**src/hw/pcg_cfg.svh**
```systemverilog
// Offsets, field positions, reset values and sizes of the port clock gate block.
// Assumes inclusion by bare name from the package and the design files.
`ifndef PCG_CFG_SVH
`define PCG_CFG_SVH
`define PCG_SYSCTL_BASE 32'h400F_E000
`define PCG_RUN_GATE_OFF 12'h108
`define PCG_SLEEP_GATE_OFF 12'h118
`define PCG_DEEP_GATE_OFF 12'h128
`define PCG_RUN_CFG_OFF 12'h060
`define PCG_INT_STATUS_OFF 12'h200
`define PCG_INT_MASK_OFF 12'h204
`define PCG_FAULT_ADDR_OFF 12'h208
`define PCG_ACG_BIT 27
`define PCG_PORT_MSB 7
`define PCG_GATE_RESET 8'h00
`define PCG_CFG_RESET 32'h0000_0000
`define PCG_PORT_SPAN 32'h0000_1000
`define PCG_NPORTS 8
`define PCG_EV_FAULT 0
`define PCG_EV_CHANGE 1
`endif

```
**src/hw/pcg_pkg.sv**
```systemverilog
// Types shared by the port clock gate block.
// Assumes the constants header is on the include path.
`include "pcg_cfg.svh"
package pcg_pkg;
  typedef enum logic [2:0] {
    PCG_RUN = 3'b001,
    PCG_SLEEP = 3'b010,
    PCG_DEEP = 3'b100
  } pcg_mode_t;
  typedef struct packed {
    logic [11:0] addr;
    logic [31:0] wdata;
    logic wr;
    logic rd;
  } pcg_bus_t;
  typedef struct packed {
    logic [2:0] port;
    logic valid;
    logic write;
  } pcg_access_t;
endpackage : pcg_pkg

```
**src/hw/pcg_top.sv**
```systemverilog
// Port clock gate controller: run, sleep and deep-sleep enables for ports A to H.
// Assumes a single-cycle register master on REF_CLK, and that port accesses are
// presented on the access port with the port number already decoded.
//
// Added by the designer: the strobed register port.
`timescale 1ns/1ps
`include "pcg_cfg.svh"
module pcg_top
  import pcg_pkg::*;
#(
  parameter int NPORTS = `PCG_NPORTS
) (
  input wire logic REF_CLK,
  input wire logic RESET,
  input wire logic [11:0] ADDR,
  input wire logic [31:0] WDATA,
  input wire logic WR,
  input wire logic RD,
  output logic [31:0] RDATA,
  input wire logic SLEEP_REQ,
  input wire logic DEEP_SLEEP_REQ,
  input wire logic PORT_ACC_VALID,
  input wire logic PORT_ACC_WRITE,
  input wire logic [2:0] PORT_ACC_SEL,
  output logic PORT_ACC_FAULT,
  output logic [NPORTS-1:0] PORT_CLK,
  output logic [NPORTS-1:0] PORT_ENABLE,
  output logic [2:0] POWER_MODE,
  output logic IRQ
);
  pcg_bus_t bus;
  pcg_access_t acc;
  logic [NPORTS-1:0] run_port_clock_gate_q, run_port_clock_gate_d;
  logic [NPORTS-1:0] sleep_port_clock_gate_q, sleep_port_clock_gate_d;
  logic [NPORTS-1:0] deep_sleep_port_clock_gate_q, deep_sleep_port_clock_gate_d;
  logic [31:0] run_clock_config_q, run_clock_config_d;
  logic [1:0] int_status_q, int_status_d;
  logic [1:0] int_mask_q, int_mask_d;
  logic [3:0] fault_info_q, fault_info_d;
  logic [31:0] rdata_q, rdata_d;
  logic fault_q, fault_d;
  pcg_mode_t mode_q, mode_d;
  logic [NPORTS-1:0] active_gate;
  logic [NPORTS-1:0] gate_q, gate_d;
  logic [NPORTS-1:0] en_latched;
  logic auto_clock_gating_enable;

  assign bus = '{addr: ADDR, wdata: WDATA, wr: WR, rd: RD};
  assign acc = '{port: PORT_ACC_SEL, valid: PORT_ACC_VALID, write: PORT_ACC_WRITE};
  assign auto_clock_gating_enable = run_clock_config_q[`PCG_ACG_BIT];

  function automatic logic hit(input logic [11:0] a, input logic [11:0] off);
    hit = (a == off);
  endfunction : hit

  // Mode tracking: deep sleep has priority over plain sleep.
  always_comb begin
    case (mode_q)
      PCG_RUN, PCG_SLEEP, PCG_DEEP: begin
        if (DEEP_SLEEP_REQ) begin
          mode_d = PCG_DEEP;
        end else if (SLEEP_REQ) begin
          mode_d = PCG_SLEEP;
        end else begin
          mode_d = PCG_RUN;
        end
      end
      default: begin
        mode_d = PCG_RUN;
      end
    endcase
  end

  // Gating selection; without auto gating the run set holds in every mode.
  always_comb begin
    active_gate = run_port_clock_gate_q;
    if (auto_clock_gating_enable) begin
      case (mode_q)
        PCG_SLEEP: begin
          active_gate = sleep_port_clock_gate_q;
        end
        PCG_DEEP: begin
          active_gate = deep_sleep_port_clock_gate_q;
        end
        default: begin
          active_gate = run_port_clock_gate_q;
        end
      endcase
    end
    gate_d = active_gate;
  end

  // Register writes; only bits 7 to 0 of each gating register are stored.
  always_comb begin
    run_port_clock_gate_d = run_port_clock_gate_q;
    sleep_port_clock_gate_d = sleep_port_clock_gate_q;
    deep_sleep_port_clock_gate_d = deep_sleep_port_clock_gate_q;
    run_clock_config_d = run_clock_config_q;
    int_mask_d = int_mask_q;
    if (bus.wr) begin
      if (hit(bus.addr, `PCG_RUN_GATE_OFF)) begin
        run_port_clock_gate_d = bus.wdata[NPORTS-1:0];
      end
      if (hit(bus.addr, `PCG_SLEEP_GATE_OFF)) begin
        sleep_port_clock_gate_d = bus.wdata[NPORTS-1:0];
      end
      if (hit(bus.addr, `PCG_DEEP_GATE_OFF)) begin
        deep_sleep_port_clock_gate_d = bus.wdata[NPORTS-1:0];
      end
      if (hit(bus.addr, `PCG_RUN_CFG_OFF)) begin
        run_clock_config_d = bus.wdata;
      end
      if (hit(bus.addr, `PCG_INT_MASK_OFF)) begin
        int_mask_d = bus.wdata[1:0];
      end
    end
  end

  // Read data; reserved and unmapped bits read as zero.
  always_comb begin
    rdata_d = 32'h0000_0000;
    if (bus.rd) begin
      case (bus.addr)
        `PCG_RUN_GATE_OFF: rdata_d = {{(32-NPORTS){1'b0}}, run_port_clock_gate_q};
        `PCG_SLEEP_GATE_OFF: rdata_d = {{(32-NPORTS){1'b0}}, sleep_port_clock_gate_q};
        `PCG_DEEP_GATE_OFF: rdata_d = {{(32-NPORTS){1'b0}}, deep_sleep_port_clock_gate_q};
        `PCG_RUN_CFG_OFF: rdata_d = run_clock_config_q;
        `PCG_INT_STATUS_OFF: rdata_d = {30'h0000_0000, int_status_q};
        `PCG_INT_MASK_OFF: rdata_d = {30'h0000_0000, int_mask_q};
        `PCG_FAULT_ADDR_OFF: rdata_d = {28'h000_0000, fault_info_q};
        default: rdata_d = 32'h0000_0000;
      endcase
    end
  end

  // Port access checking against the clocks that are actually running now.
  always_comb begin
    fault_d = acc.valid & ~en_latched[acc.port];
    fault_info_d = fault_info_q;
    if (fault_d) begin
      fault_info_d = {acc.write, acc.port};
    end
  end

  // Sticky events; a new event in the clearing read's cycle survives the clear.
  always_comb begin
    logic [1:0] ev;
    ev = 2'b00;
    ev[`PCG_EV_FAULT] = fault_d;
    ev[`PCG_EV_CHANGE] = (gate_d != gate_q);
    int_status_d = int_status_q;
    if (bus.rd && hit(bus.addr, `PCG_INT_STATUS_OFF)) begin
      int_status_d = 2'b00;
    end
    int_status_d = int_status_d | ev;
  end

  always_ff @(posedge REF_CLK) begin
    if (RESET) begin
      run_port_clock_gate_q <= `PCG_GATE_RESET;
      sleep_port_clock_gate_q <= `PCG_GATE_RESET;
      deep_sleep_port_clock_gate_q <= `PCG_GATE_RESET;
      run_clock_config_q <= `PCG_CFG_RESET;
      int_status_q <= 2'b00;
      int_mask_q <= 2'b00;
      fault_info_q <= 4'h0;
      rdata_q <= 32'h0000_0000;
      fault_q <= 1'b0;
      mode_q <= PCG_RUN;
      gate_q <= `PCG_GATE_RESET;
    end else begin
      run_port_clock_gate_q <= run_port_clock_gate_d;
      sleep_port_clock_gate_q <= sleep_port_clock_gate_d;
      deep_sleep_port_clock_gate_q <= deep_sleep_port_clock_gate_d;
      run_clock_config_q <= run_clock_config_d;
      int_status_q <= int_status_d;
      int_mask_q <= int_mask_d;
      fault_info_q <= fault_info_d;
      rdata_q <= rdata_d;
      fault_q <= fault_d;
      mode_q <= mode_d;
      gate_q <= gate_d;
    end
  end

  // One gate cell per port; the registered selection feeds it so it moves on an edge.
  for (genvar i = 0; i < NPORTS; i++) begin : g_gate
    pcg_clock_gate u_gate (
      .clk(REF_CLK),
      .rst(RESET),
      .en(gate_q[i]),
      .gclk(PORT_CLK[i]),
      .en_q(en_latched[i])
    );
  end

  assign PORT_ENABLE = gate_q;
  assign PORT_ACC_FAULT = fault_q;
  assign POWER_MODE = mode_q;
  assign RDATA = rdata_q;
  assign IRQ = |(int_status_q & int_mask_q);
endmodule : pcg_top

```
**src/hw/pcg_clock_gate.sv**
```systemverilog
// One glitch-free port clock gate built as a latch-free enable register.
// Assumes the enable changes only on the system clock; the gated clock is REF_CLK and the falling-edge copy of enable.
`timescale 1ns/1ps
module pcg_clock_gate (
  input wire logic clk,
  input wire logic rst,
  input wire logic en,
  output logic gclk,
  output logic en_q
);
  logic en_d;
  always_comb begin
    en_d = en;
  end
  // The enable is taken on the falling edge so it never moves while the clock is high.
  always_ff @(negedge clk) begin
    if (rst) begin
      en_q <= 1'b0;
    end else begin
      en_q <= en_d;
    end
  end
  assign gclk = clk & en_q;
endmodule : pcg_clock_gate

```
**config.mk**
```make
export PLATFORM = sky130hd
export DESIGN_NAME = pcg_top
export DESIGN_NICKNAME = d
export VERILOG_FILES = /design/src/hw/pcg_pkg.sv /design/src/hw/pcg_top.sv /design/src/hw/pcg_clock_gate.sv
export VERILOG_INCLUDE_DIRS = /design/src /design/src/hw
export SDC_FILE = /design/constraint.sdc
export NUM_CORES = 1
export LEC_CHECK = 0
export BUFFER_PORTS_ARGS = -buffer_cell sky130_fd_sc_hd__clkbuf_2
export CAP_MARGIN = 5
export CORE_ASPECT_RATIO = 0.75
export CORE_UTILIZATION = 53
export CTS_CLUSTER_SIZE = 14
export DETAILED_ROUTE_END_ITERATION = 6
export PLACE_DENSITY_LB_ADDON = 0.3
export SLEW_MARGIN = 20
export SYNTH_ARGS = -nofsm -noshare
export SYNTH_HDL_FRONTEND = slang
export SYNTH_SLANG_ARGS = --single-unit
```
**constraint.sdc**
```tcl
create_clock -name REF_CLK -period 2.31 [get_ports REF_CLK]
set_input_delay 0.1155 -clock REF_CLK [delete_from_list [all_inputs] [get_ports REF_CLK]]
set_output_delay 0.1155 -clock REF_CLK [all_outputs]
set_load 0.05 [all_outputs]
```
-- After elaboration in Yosys (flattened, before gate mapping)
Index checks and enable logic that the tools add are counted.
- order comparisons: 1
- equality and inequality tests: 11
- muxes and demuxes: 8
- bitwise logic cells: 14
- reduce and logical (&&, ||, !) cells: 11
- operators with widths (kind ; count):
    case mux 32 bit (7 select lines) ; 1
    == test 12 x 10 -> 1 bit (second input constant) ; 3
    == test 12 x 9 -> 1 bit (second input constant) ; 3
    case mux 8 bit (2 select lines) ; 1
    == test 12 x 7 -> 1 bit (second input constant) ; 1
    AND reduction 2 bit ; 5
    bitwise AND 1 bit ; 9
    two-way mux 8 bit ; 1
    != test 8 bit ; 1
    OR reduction 2 bit ; 3
    OR reduction 3 bit ; 2
    < comparator 3 x 4 -> 1 bit (second input constant) ; 1
    two-way mux 2 bit ; 2
    binary-select mux 1 bit (select 3 bit) ; 1
    == test 3 x 1 -> 1 bit (second input constant) ; 1
    == test 3 x 2 -> 1 bit (second input constant) ; 1
    == test 3 bit (second input constant) ; 1
    two-way mux 3 bit ; 1
    inverter 1 bit ; 3
    bitwise AND 2 bit ; 1
    OR 2 bit ; 1
    logical AND 1 bit ; 1
    two-way mux 1 bit ; 1
- register bits after elaboration: 116
- input port bits: 55
- output and inout bits: 53
- logic and storage cells: 65

-- Depth between registers and ports, before layout
Gate-level depths: netlist of the first run.
- depth in word-level cells: 5
- gate-level depth with buffers: 8
- gate-level depth less buffers: 6

-- Hierarchy
A second synthesis of the first run with hierarchy kept.
- cell total of the unflattened synthesis: 508
- area total of the unflattened synthesis: 4714.5 sq um
- by module, submodules not included (module ; times used ; cells each ; area an instance (sq um) ; seq. area each (sq um)):
    pcg_top ; 1 ; 476 ; 4404.2 ; 2162.1
    pcg_clock_gate ; 8 ; 4 ; 38.8 ; 20.0

==> results of run 1 <==
[cells in the mapped netlist (2+ instances only)]
cell and n:
sky130_fd_sc_hd__a221oi_1 2, sky130_fd_sc_hd__a222oi_1 9, sky130_fd_sc_hd__o22ai_1 3, sky130_fd_sc_hd__buf_4 16, sky130_fd_sc_hd__o21ai_0 9, sky130_fd_sc_hd__o221ai_1 7
sky130_fd_sc_hd__nor4b_2 2, sky130_fd_sc_hd__buf_2 6, sky130_fd_sc_hd__inv_1 8, sky130_fd_sc_hd__mux2_2 2, sky130_fd_sc_hd__a22o_1 4, sky130_fd_sc_hd__nor2_1 31
sky130_fd_sc_hd__xnor2_1 4, sky130_fd_sc_hd__and2_1 33, sky130_fd_sc_hd__and3_1 3, sky130_fd_sc_hd__nand3_1 19, sky130_fd_sc_hd__nor3_1 5, sky130_fd_sc_hd__clkbuf_1 19
sky130_fd_sc_hd__mux2i_1 14, sky130_fd_sc_hd__nand2b_1 6, sky130_fd_sc_hd__mux4_2 2, sky130_fd_sc_hd__nor4b_1 5, sky130_fd_sc_hd__nand2_1 94, sky130_fd_sc_hd__xor2_1 2
sky130_fd_sc_hd__nor2b_1 14, sky130_fd_sc_hd__a22oi_1 5, sky130_fd_sc_hd__dfxtp_1 116, sky130_fd_sc_hd__a21oi_1 65
[repair_timing]
action,in CTS,in global routing
pin swaps,1,1
buffers inserted,1,1
endpoints found under the setup margin,22,22
endpoints found under the hold margin,65,0
hold buffers,39,0
resized for setup,36,7
[through the flow]
| stage | setup slack (ns) | setup TNS, ns | area [µm²] |
|---|---|---|---|
| 2_1_floorplan | -0.201 | -0.829 | 4640 |
| 3_3_place_gp | -0.242 | -1.18 | 5220 |
| 3_5_place_dp | -0.354 | -1.61 | 5220 |
| 4_1_cts | -0.387 | -3.05 | 6540 |
| 5_1_grt | -0.473 | -4.13 | 6570 |
| 6_report | -0.427 | -3.55 | 6570 |
[how the worst max path moves through the flow]
stage | end | cells past startpoint | slack (ns)
3_3_place_gp | fault_info_q[3] | 5 | -0.24
4_1_cts | fault_info_q[1] | 5 | -0.39
3_5_place_dp | fault_info_q[1] | 5 | -0.35
6_report | fault_info_q[1] | 5 | -0.43
2_1_floorplan | fault_info_q[0] | 5 | -0.20
5_1_grt | fault_info_q[0] | 5 | -0.47
[state kept, by name, indices dropped and copies added, names as in the netlist, 2 cells and up]
register / count
deep_sleep_port_clock_gate_q: 8
fault_info_q: 4
g_gate.u_gate.en_q: 8
PORT_ENABLE: 8
int_status_q: 2
RDATA: 32
run_clock_config_q: 32
sleep_port_clock_gate_q: 8
int_mask_q: 2
POWER_MODE: 3
run_port_clock_gate_q: 8
[area by class of cell]
cell class / count / share of cell area (%)
multi-input combinational: 357 / 31.9
sequential: 116 / 35.5
clock inverter: 21 / 2.95
clock buffer: 31 / 11.5
timing repair buffer: 156 / 15.7
tap: 108 / 2.06
inverter: 7 / 0.400
[logic make-up after synthesis]
group / synth area share, %
xor gates and xnor gates: 1.14
AOI/OAI and AO/OA: 15.1
muxes: 4.49
and+or+nand+nor: 23.7
buffers and inverters: 5.43
DFF: 50.2
[layer usage]
layer,up-vias,track usage (%),wire [µm]
li1,2109,-,-
met1,2209,37.0,5440
met2,324,49.4,6610
met3,62,12.4,1440
met4,0,21.2,544
met5,-,0,0
[power by group through the flow]
| stage | clock [mW] | sequential [mW] | combinational, mW |
|---|---|---|---|
| finish | 3.24 | 2.03 | 0.253 |
| floorplan | 0.0241 | 2.08 | 0.0739 |
| detailed placement | 0.0241 | 2.07 | 0.183 |
| global route | 3.37 | 2.03 | 0.268 |
| global placement | 0.0241 | 2.07 | 0.179 |
| CTS | 3.23 | 2.02 | 0.238 |
[critical path, cell delays in order (launching register included)]
cell,delay [ns]
sky130_fd_sc_hd__dfxtp_2,0.32
sky130_fd_sc_hd__mux4_2,0.51
sky130_fd_sc_hd__a21boi_4,0.19
sky130_fd_sc_hd__o21ai_4,0.11
sky130_fd_sc_hd__mux2i_1,0.21
sky130_fd_sc_hd__nor2_1,0.08
==> flow_summary_export.csv, run 1 <==
group,metric,value,unit
cells_and_area,fillCellCount,512,
cells_and_area,synthToLayoutAreaGrowth,42.0,%
floorplan,design.die.area,9110,µm²
routing,drc_errors,39,
power_and_ir_drop,total_internal_power,4.27,mW
logic_synthesis,yosysTopAreaCell,"sky130_fd_sc_hd__dfxtp_1",
placement,portBuffers,107,
logic_synthesis,yosys_most_used_dff,"sky130_fd_sc_hd__dfxtp_1",
logic_synthesis,synth_seq_cells,116,
routing,route.detailed.wl_per_inst,17.6,µm
logic_synthesis,mappedNetlistArea,4630,µm²
logic_synthesis,yosys_warnings,0,
power_and_ir_drop,p_clk_share,58.7,%
cells_and_area,postLayoutCoreUtil,77.8,%
run_status,run_status,"complete, but fails checks",
power_and_ir_drop,p_per_area,839,nW/µm²
cells_and_area,final_net_count,730,
timing,final.setup.worst_slack,-0.427,ns
power_and_ir_drop,power,5.52,mW
clock_tree,clock_tree_from_tritoncts,"done",
run_status,failed_checks,"DRC, setup timing",
global_routing,total_global_routing_track_utilization,32.2,%
cells_and_area,antenna_cells,0,
power_and_ir_drop,switchingPower,1.24,mW
placement,dpl.cell_count,712,
routing,via_per_inst,5.91,
floorplan,die_w,110,µm
critical_path,critPathLaunch,"g_gate[6].u_gate.en_q",
logic_synthesis,synth.distinct_cells,45,
logic_synthesis,postSynth.asyncResetShare,0,%
run,maxCapViolations,0,
floorplan,top_level_ports,108,
global_routing,grt_max_degree,52,
hold_path,worstHoldPathType,"in -> reg",
global_routing,antenna_violations_before_repair,0,
power_and_ir_drop,maximum_vdd_drop,657,µV
power_and_ir_drop,p_leak,2.70,nW
timing,whs,0.0807,ns
routing,first_iter_violations,475,
cells_and_area,layout.cells.most_common,"sky130_fd_sc_hd__dfxtp_1",
timing,drv_slew,0,
global_routing,grt_pass1_wl,21900,µm
critical_path,timing.critical_path.from_type,"register",
clock_tree,insertion_delay,0.59,ns
power_and_ir_drop,sw_frac_of_total,22.6,%
logic_synthesis,netlist_top_cells_area,"sky130_fd_sc_hd__dfxtp_1, sky130_fd_sc_hd__nand2_1, sky130_fd_sc_hd__a21oi_1, sky130_fd_sc_hd__and2_1, sky130_fd_sc_hd__mux2i_1",
global_routing,grt_pass1_vias,4495,
hold_path,min_to,"run_port_clock_gate_q[2]",
critical_path,worst_r2r_path_depth,5,
routing,detailroute.via_count,4704,
timing,setup_viol,22,
timing,clock-skew-final,0.0754,ns
cells_and_area,layoutNonFillerInstCount,796,
hold_path,worst_hold_startpoint,"WR",
critical_path,timing.rr.start,"g_gate[6].u_gate.en_q",
logic_synthesis,syn_inst,522,
routing,route.antenna.remaining_nets,0,
timing,slew_headroom,52.2,%
global_routing,grt.overflow.total,0,
critical_path,endpoint_kind,"register",
critical_path,reg2reg_to,"fault_info_q[1]",
logic_synthesis,synth_seq_area_share,50.2,%
floorplan,placement_rows,29,
logic_synthesis,synthesis.nets,577,
cells_and_area,highest_count_cells_in_the_layout_ignoring_fill_and_taps,"sky130_fd_sc_hd__dfxtp_1, sky130_fd_sc_hd__clkbuf_2, sky130_fd_sc_hd__nand2_1",
cells_and_area,multi_input_area,2100,µm²
timing,finalHoldViolations,0,
power_and_ir_drop,share_comb_of_total_power,4.6,%
critical_path,cp.required,2.70,ns
critical_path,worst-r2r-setup-slack,-0.43,ns
placement,gpl.final_weighted_congestion,0.860,
power_and_ir_drop,share_seq_of_total_power,36.7,%
floorplan,floorplan.die.height,82.9,µm
critical_path,crit_type,"reg -> reg",
floorplan,start_util,54.7,%
hold_path,holdPathStages,3,
cells_and_area,register_cell_area_after_layout,2330,µm²
routing,detail_route.first_pass.iterations,7,
cells_and_area,fraction_of_final_layout_cells_with_drive_strength_greater_than_1,27.3,%
logic_synthesis,synth-edff-count,0,
critical_path,cp_arrival,3.13,ns
routing,totalWireLength,14000,µm
timing,grt_setup_unrepaired,"yes",
floorplan,placeableCoreArea,8450,µm²
logic_synthesis,post-synth-top-area-fraction,50.2,%
critical_path,path_max_fanout,5,
clock_tree,clk_pin_slew_worst_paths,0.07,ns
logic_synthesis,syn_avg_cell_area,8.87,µm²
timing,worstMarginPinSlew,0.712,ns
placement,dp_hpwl,8130,µm
(Power assumes the default switching activity.)
==> run 2: changes to the inputs <==
Settings changed: CORE_ASPECT_RATIO 0.75 to not set.
==> flow_summary_export.csv, run 2 (synthesis results as in run 1) <==
group,metric,value,unit
run_status,run_status,"complete, but fails checks",
run_status,failed_checks,"DRC, setup timing",
critical_path,critical_path.slowest_cell,"sky130_fd_sc_hd__mux4_2",
placement,gpl.final_weighted_congestion,0.834,
floorplan,design.die.area,9110,µm²
critical_path,critical_path.cell_chain,"mux4_2 -> a21boi_2 -> buf_4 -> inv_1 -> o21ai_2 -> a21oi_1",
timing,grt_setup_unrepaired,"yes",
critical_path,cp.required,2.78,ns
routing,detailroute.via_count,4491,
global_routing,grt_pass1_wl,21400,µm
hold_path,worst_hold_startpoint,"ADDR[2]",
critical_path,reg2reg_to,"fault_info_q[2]",
timing,drv_slew,0,
routing,drc_errors,9,
global_routing,grt_pass1_vias,4396,
timing,finalHoldViolations,0,
cells_and_area,layout.cells.most_common,"sky130_fd_sc_hd__dfxtp_1",
clock_tree,clk_pin_slew_worst_paths,0.06,ns
power_and_ir_drop,p_per_area,806,nW/µm²
floorplan,placeableCoreArea,8340,µm²
timing,setup_viol,22,
power_and_ir_drop,p_leak,2.64,nW
cells_and_area,final_net_count,730,
critical_path,crit_type,"reg -> reg",
global_routing,grt_max_degree,72,
timing,clock-skew-final,0.0234,ns
routing,via_per_inst,5.66,
hold_path,min_to,"int_status_q[0]",
placement,placement.cell_area,5180,µm²
floorplan,die_w,95.4,µm
critical_path,endpoint_kind,"register",
cells_and_area,postLayoutCoreUtil,77.5,%
critical_path,worst-r2r-setup-slack,-0.35,ns
global_routing,antenna_violations_before_repair,0,
critical_path,worst_r2r_path_depth,6,
cells_and_area,antenna_cells,0,
power_and_ir_drop,maximum_vdd_drop,632,µV
clock_tree,clock_tree_from_tritoncts,"done",
critical_path,path_max_fanout,2,
hold_path,holdPathStages,4,
cells_and_area,finish.instance_area,6460,µm²
timing,slew_headroom,51.2,%
critical_path,timing.rr.start,"g_gate[7].u_gate.en_q",
critical_path,cp_arrival,3.13,ns
cells_and_area,synthToLayoutAreaGrowth,39.6,%
critical_path,max_stage_delay,0.47,ns
timing,final.setup.worst_slack,-0.351,ns
routing,detail_route.first_pass.iterations,7,
placement,dp_hpwl,7910,µm
placement,portBuffers,107,
routing,route.detailed.wl_per_inst,17.2,µm
cells_and_area,fillCellCount,549,
routing,totalWireLength,13600,µm
floorplan,top_level_ports,108,
floorplan,floorplan.die.height,95.4,µm
routing,route.antenna.remaining_nets,0,
floorplan,placement_rows,33,
global_routing,total_global_routing_track_utilization,32.1,%
timing,worstMarginPinSlew,0.731,ns
critical_path,timing.critical_path.from_type,"register",
floorplan,start_util,55.5,%
cells_and_area,fraction_of_final_layout_cells_with_drive_strength_greater_than_1,26.6,%
global_routing,grt.overflow.total,0,
run,maxCapViolations,0,
cells_and_area,highest_count_cells_in_the_layout_ignoring_fill_and_taps,"sky130_fd_sc_hd__dfxtp_1, sky130_fd_sc_hd__clkbuf_2, sky130_fd_sc_hd__nand2_1",
routing,first_iter_violations,482,
hold_path,worstHoldPathType,"in -> reg",
clock_tree,insertion_delay,0.65,ns
==> run 2: cell types whose count changed in the layout (fill, tap and decap cells not counted), sizes merged <==
cell / change
dlygate4sd3: +4
clkbuf: -1
clkinv: -7
buf: -4
clkinvlp: +4
inv: +4
==> run 2: worst max-delay path: cells and delay by family, from the launching register on <==
kind	cells	cell delay, ns
buffers and inverters	2	0.19
AO/OA/AOI/OAI	3	0.39
multiplexers	1	0.47
flip-flops	1	0.31
==> run 2: timing repair <==
action	CTS	global route
hold buffers	43	0
pin swaps	2	2
endpoints found under the hold margin	75	0
setup endpoints to repair	22	22
gates resized for setup	36	3
buffers inserted	1	0
==> run 2: per-stage QoR <==
step | TNS, ns | total power [mW] | hold WS (ns) | std cells | setup WS [ns]
after detailed placement | -1.50 | 2.27 | 0.317 | 706 | -0.350
after global routing | -3.74 | 5.36 | 0.0870 | 793 | -0.371
final | -3.33 | 5.21 | 0.0460 | 793 | -0.351
after global placement | -1.16 | 2.26 | 0.316 | 706 | -0.261
after floorplan | -0.829 | 2.18 | 0.195 | 522 | -0.201
after CTS | -3.15 | 5.17 | 0.0288 | 793 | -0.321
==> run 2: final cells by class <==
| type | count | area [µm²] | area share, % |
|---|---|---|---|
| Timing Repair Buffer | 156 | 1030 | 16.0 |
| Clock inverter | 22 | 205 | 3.18 |
| Tap cell | 105 | 131 | 2.03 |
| Sequential cell | 116 | 2330 | 36.1 |
| Inverter | 7 | 26.3 | 0.407 |
| Multi-Input combinational cell | 357 | 2080 | 32.2 |
| Clock buffer | 30 | 653 | 10.1 |
==> run 2: worst max-delay path by stage <==
stage	start	endpoint	slack (ns)	cells after the start
finish	g_gate[7].u_gate.en_q	fault_info_q[2]	-0.35	6
global placement	g_gate[7].u_gate.en_q	fault_info_q[3]	-0.26	5
detailed placement	g_gate[7].u_gate.en_q	fault_info_q[3]	-0.35	5
CTS	g_gate[7].u_gate.en_q	fault_info_q[3]	-0.32	5
global route	g_gate[7].u_gate.en_q	fault_info_q[3]	-0.37	5
floorplan	g_gate[7].u_gate.en_q	fault_info_q[0]	-0.20	5
==> run 2: per-layer routing <==
layer	up-vias	track usage (%)	part of all wire (%)
li1	2103	-	-
met1	2092	36.7	40
met2	250	51.1	48
met3	46	12.2	8.6
met4	0	18.8	3.3
met5	-	0	0
==> run 2: report_power, final <==
group | internal (mW) | switching (mW) | leakage, nW
clock network | 1.82 | 1.12 | 0.461
registers | 2.01 | 0.0139 | 0.939
logic | 0.114 | 0.131 | 1.24
==> run 3: changes to the inputs <==
Settings changed: ABC_AREA set to 1, CORE_UTILIZATION 53 to 55, SKIP_CTS_REPAIR_TIMING set to 1.
Clock period 2.31 ns to 3.45 ns, I/O delays scaled along.
==> flow_summary_export.csv, run 3 <==
group,metric,value,unit
run_status,run_status,"complete, but fails checks",
run_status,failed_checks,"hold timing",
cells_and_area,synthToLayoutAreaGrowth,30.1,%
routing,totalWireLength,14300,µm
critical_path,timing.critical_path.buf_inv,1,
clock_tree,insertion_delay,0.63,ns
timing,grt_setup_unrepaired,"no",
floorplan,start_util,57.1,%
logic_synthesis,yosys_warnings,0,
routing,met3WireLength,1060,µm
logic_synthesis,synth_most_common_cell,"sky130_fd_sc_hd__dfxtp_1",
timing,whs,-0.0201,ns
global_routing,grt.overflow.total,0,
cells_and_area,register_cell_area_after_layout,2320,µm²
timing,slew_headroom,34.4,%
cells_and_area,final_net_count,849,
cells_and_area,fillCellCount,650,
logic_synthesis,post-synth-top-area-fraction,46.4,%
floorplan,floorplan.die.height,97.4,µm
cells_and_area,highest_count_cells_in_the_layout_ignoring_fill_and_taps,"sky130_fd_sc_hd__dfxtp_1, sky130_fd_sc_hd__inv_1, sky130_fd_sc_hd__clkbuf_2",
cells_and_area,multi_input_area,1990,µm²
global_routing,total_global_routing_track_utilization,28.5,%
timing,clock-skew-final,0.0112,ns
routing,first_iter_violations,329,
placement,gpl.final_weighted_congestion,0.849,
logic_synthesis,yosys_most_used_dff,"sky130_fd_sc_hd__dfxtp_1",
logic_synthesis,syn_inst,651,
routing,wl_met1,5680,µm
timing,setup_total_negative_slack,0,ns
placement,dp_hpwl,8540,µm
routing,dr_wl_met2,6990,µm
global_routing,grt_pass1_vias,4564,
clock_tree,clock_tree_from_tritoncts,"done",
routing,detailroute.via_count,4973,
global_routing,antenna_violations_before_repair,0,
logic_synthesis,synthesis.nets,706,
timing,setup_viol,0,
global_routing,grt_pass1_wl,21100,µm
logic_synthesis,syn_avg_cell_area,7.68,µm²
timing,finalHoldViolations,1,
timing,drv_slew,0,
hold_path,worstHoldPathType,"in -> reg",
logic_synthesis,synth.distinct_cells,37,
logic_synthesis,postSynth.asyncResetShare,0,%
cells_and_area,finish.instance_area,6510,µm²
power_and_ir_drop,power,3.40,mW
floorplan,design.die.area,9480,µm²
cells_and_area,antenna_cells,0,
clock_tree,clk_pin_slew_worst_paths,0.06,ns
critical_path,critical_path.slowest_cell,"sky130_fd_sc_hd__dlygate4sd3_1",
cells_and_area,fraction_of_final_layout_cells_with_drive_strength_greater_than_1,22.9,%
routing,top_layer_used,"met4",
logic_synthesis,synth-edff-count,0,
routing,route.antenna.remaining_nets,0,
placement,placement.cell_area,5430,µm²
power_and_ir_drop,p_leak,2.85,nW
logic_synthesis,synth_seq_area_share,46.4,%
floorplan,top_level_ports,108,
global_routing,grt_max_degree,65,
critical_path,timing.critical_path.max_delay_family,"buffers and inverters",
critical_path,cp_arrival,3.85,ns
logic_synthesis,synth_seq_cells,116,
critical_path,crit_type,"reg -> reg",
floorplan,placement_rows,34,
routing,route.detailed.wl_per_inst,15.7,µm
placement,portBuffers,107,
routing,detail_route.first_pass.iterations,5,
timing,worstMarginPinSlew,0.981,ns
critical_path,critical_path.cell_chain,"o21ai_0 -> nor2_1 -> o21ai_1 -> nand3_1 -> dlygate4sd3_1 -> a21oi_1",
floorplan,placeableCoreArea,8760,µm²
critical_path,endpoint_kind,"register",
power_and_ir_drop,maximum_vdd_drop,347,µV
routing,via_per_inst,5.43,
run,maxCapViolations,0,
logic_synthesis,mappedNetlistArea,5000,µm²
logic_synthesis,yosysTopAreaCell,"sky130_fd_sc_hd__dfxtp_1",
critical_path,max_stage_delay,0.57,ns
critical_path,path_max_fanout,2,
routing,drc_errors,0,
critical_path,worst-r2r-setup-slack,0.15,ns
logic_synthesis,post_synth_most_frequent_cells,"sky130_fd_sc_hd__dfxtp_1, sky130_fd_sc_hd__inv_1, sky130_fd_sc_hd__nand2_1",
cells_and_area,layout.cells.most_common,"sky130_fd_sc_hd__dfxtp_1",
power_and_ir_drop,p_per_area,523,nW/µm²
critical_path,cp.required,4.01,ns
logic_synthesis,netlist_top_cells_area,"sky130_fd_sc_hd__dfxtp_1, sky130_fd_sc_hd__inv_1, sky130_fd_sc_hd__nand2_1, sky130_fd_sc_hd__a21oi_1, sky130_fd_sc_hd__o21ai_0",
floorplan,die_w,97.4,µm
critical_path,timing.critical_path.from_type,"register",
run 3: cell types whose count changed in the layout (fill, tap and decap cells not counted), sizes merged, moves of 14 or more:
cell	change
and2	-34
inv	+101
nand3	+17
nor2	+37
nor2b	-14
nor3	+33
o21ai	+50
run 3: through the flow:
step	instances	hold slack (ns)	utilization (%)	setup WS (ns)
6_report	915	-0.0201	74.3	0.154
5_1_grt	915	0.00102	74.3	0.0346
4_1_cts	871	-0.286	69.3	0.182
3_5_place_dp	828	0.367	62.0	0.390
3_3_place_gp	828	0.353	62.0	0.428
2_1_floorplan	651	0.249	-	0.496
run 3: cell type report:
class                   count  area share, %
multi-input cells         381           30.5
well taps                 108           2.08
clock inverters            29           2.83
flip-flops and latches    116           35.7
inverters                 103           5.96
clock buffers              31           8.09
repair buffers            147           14.8
run 3: cell families after synthesis:
logic type / synth area share (%)
flip-flops: 46.4
AO/OA/AOI/OAI: 15.5
buffers and inverters: 13.8
multiplexers: 0.200
AND/OR/NAND/NOR: 24.1
run 3: worst register-to-register path: cells and delay by family, from the launching register on:
family / cells / cell delay (ns)
buffers and inverters: 1 / 0.57
AOI/OAI and AO/OA: 3 / 0.47
DFF: 1 / 0.31
and+or+nand+nor: 2 / 0.17
run 3: worst paths after layout:
kind / from / endpoint / cells after the start
min: ADDR[2] / int_mask_q[1] / 5
max: g_gate[6].u_gate.en_q / fault_info_q[2] / 6
min reg2reg: run_clock_config_q[28] / RDATA[28] / 2
max reg2reg: g_gate[6].u_gate.en_q / fault_info_q[2] / 6
run 3: report_power, final:
| part | internal [mW] | switching (mW) | total [mW] | leakage, nW |
|---|---|---|---|---|
| Sequential | 1.35 | 0.0104 | 1.36 | 0.936 |
| Clock | 1.10 | 0.750 | 1.85 | 0.461 |
| Combinational | 0.0787 | 0.120 | 0.199 | 1.46 |
| Total | 2.52 | 0.881 | 3.40 | 2.85 |
run 3: layer usage:
layer / vias to the layer above / GRT usage, %
met5: - / 0
met4: 0 / 15.7
met3: 49 / 9.14
met2: 247 / 46.7
met1: 2292 / 33.0
li1: 2385 / -
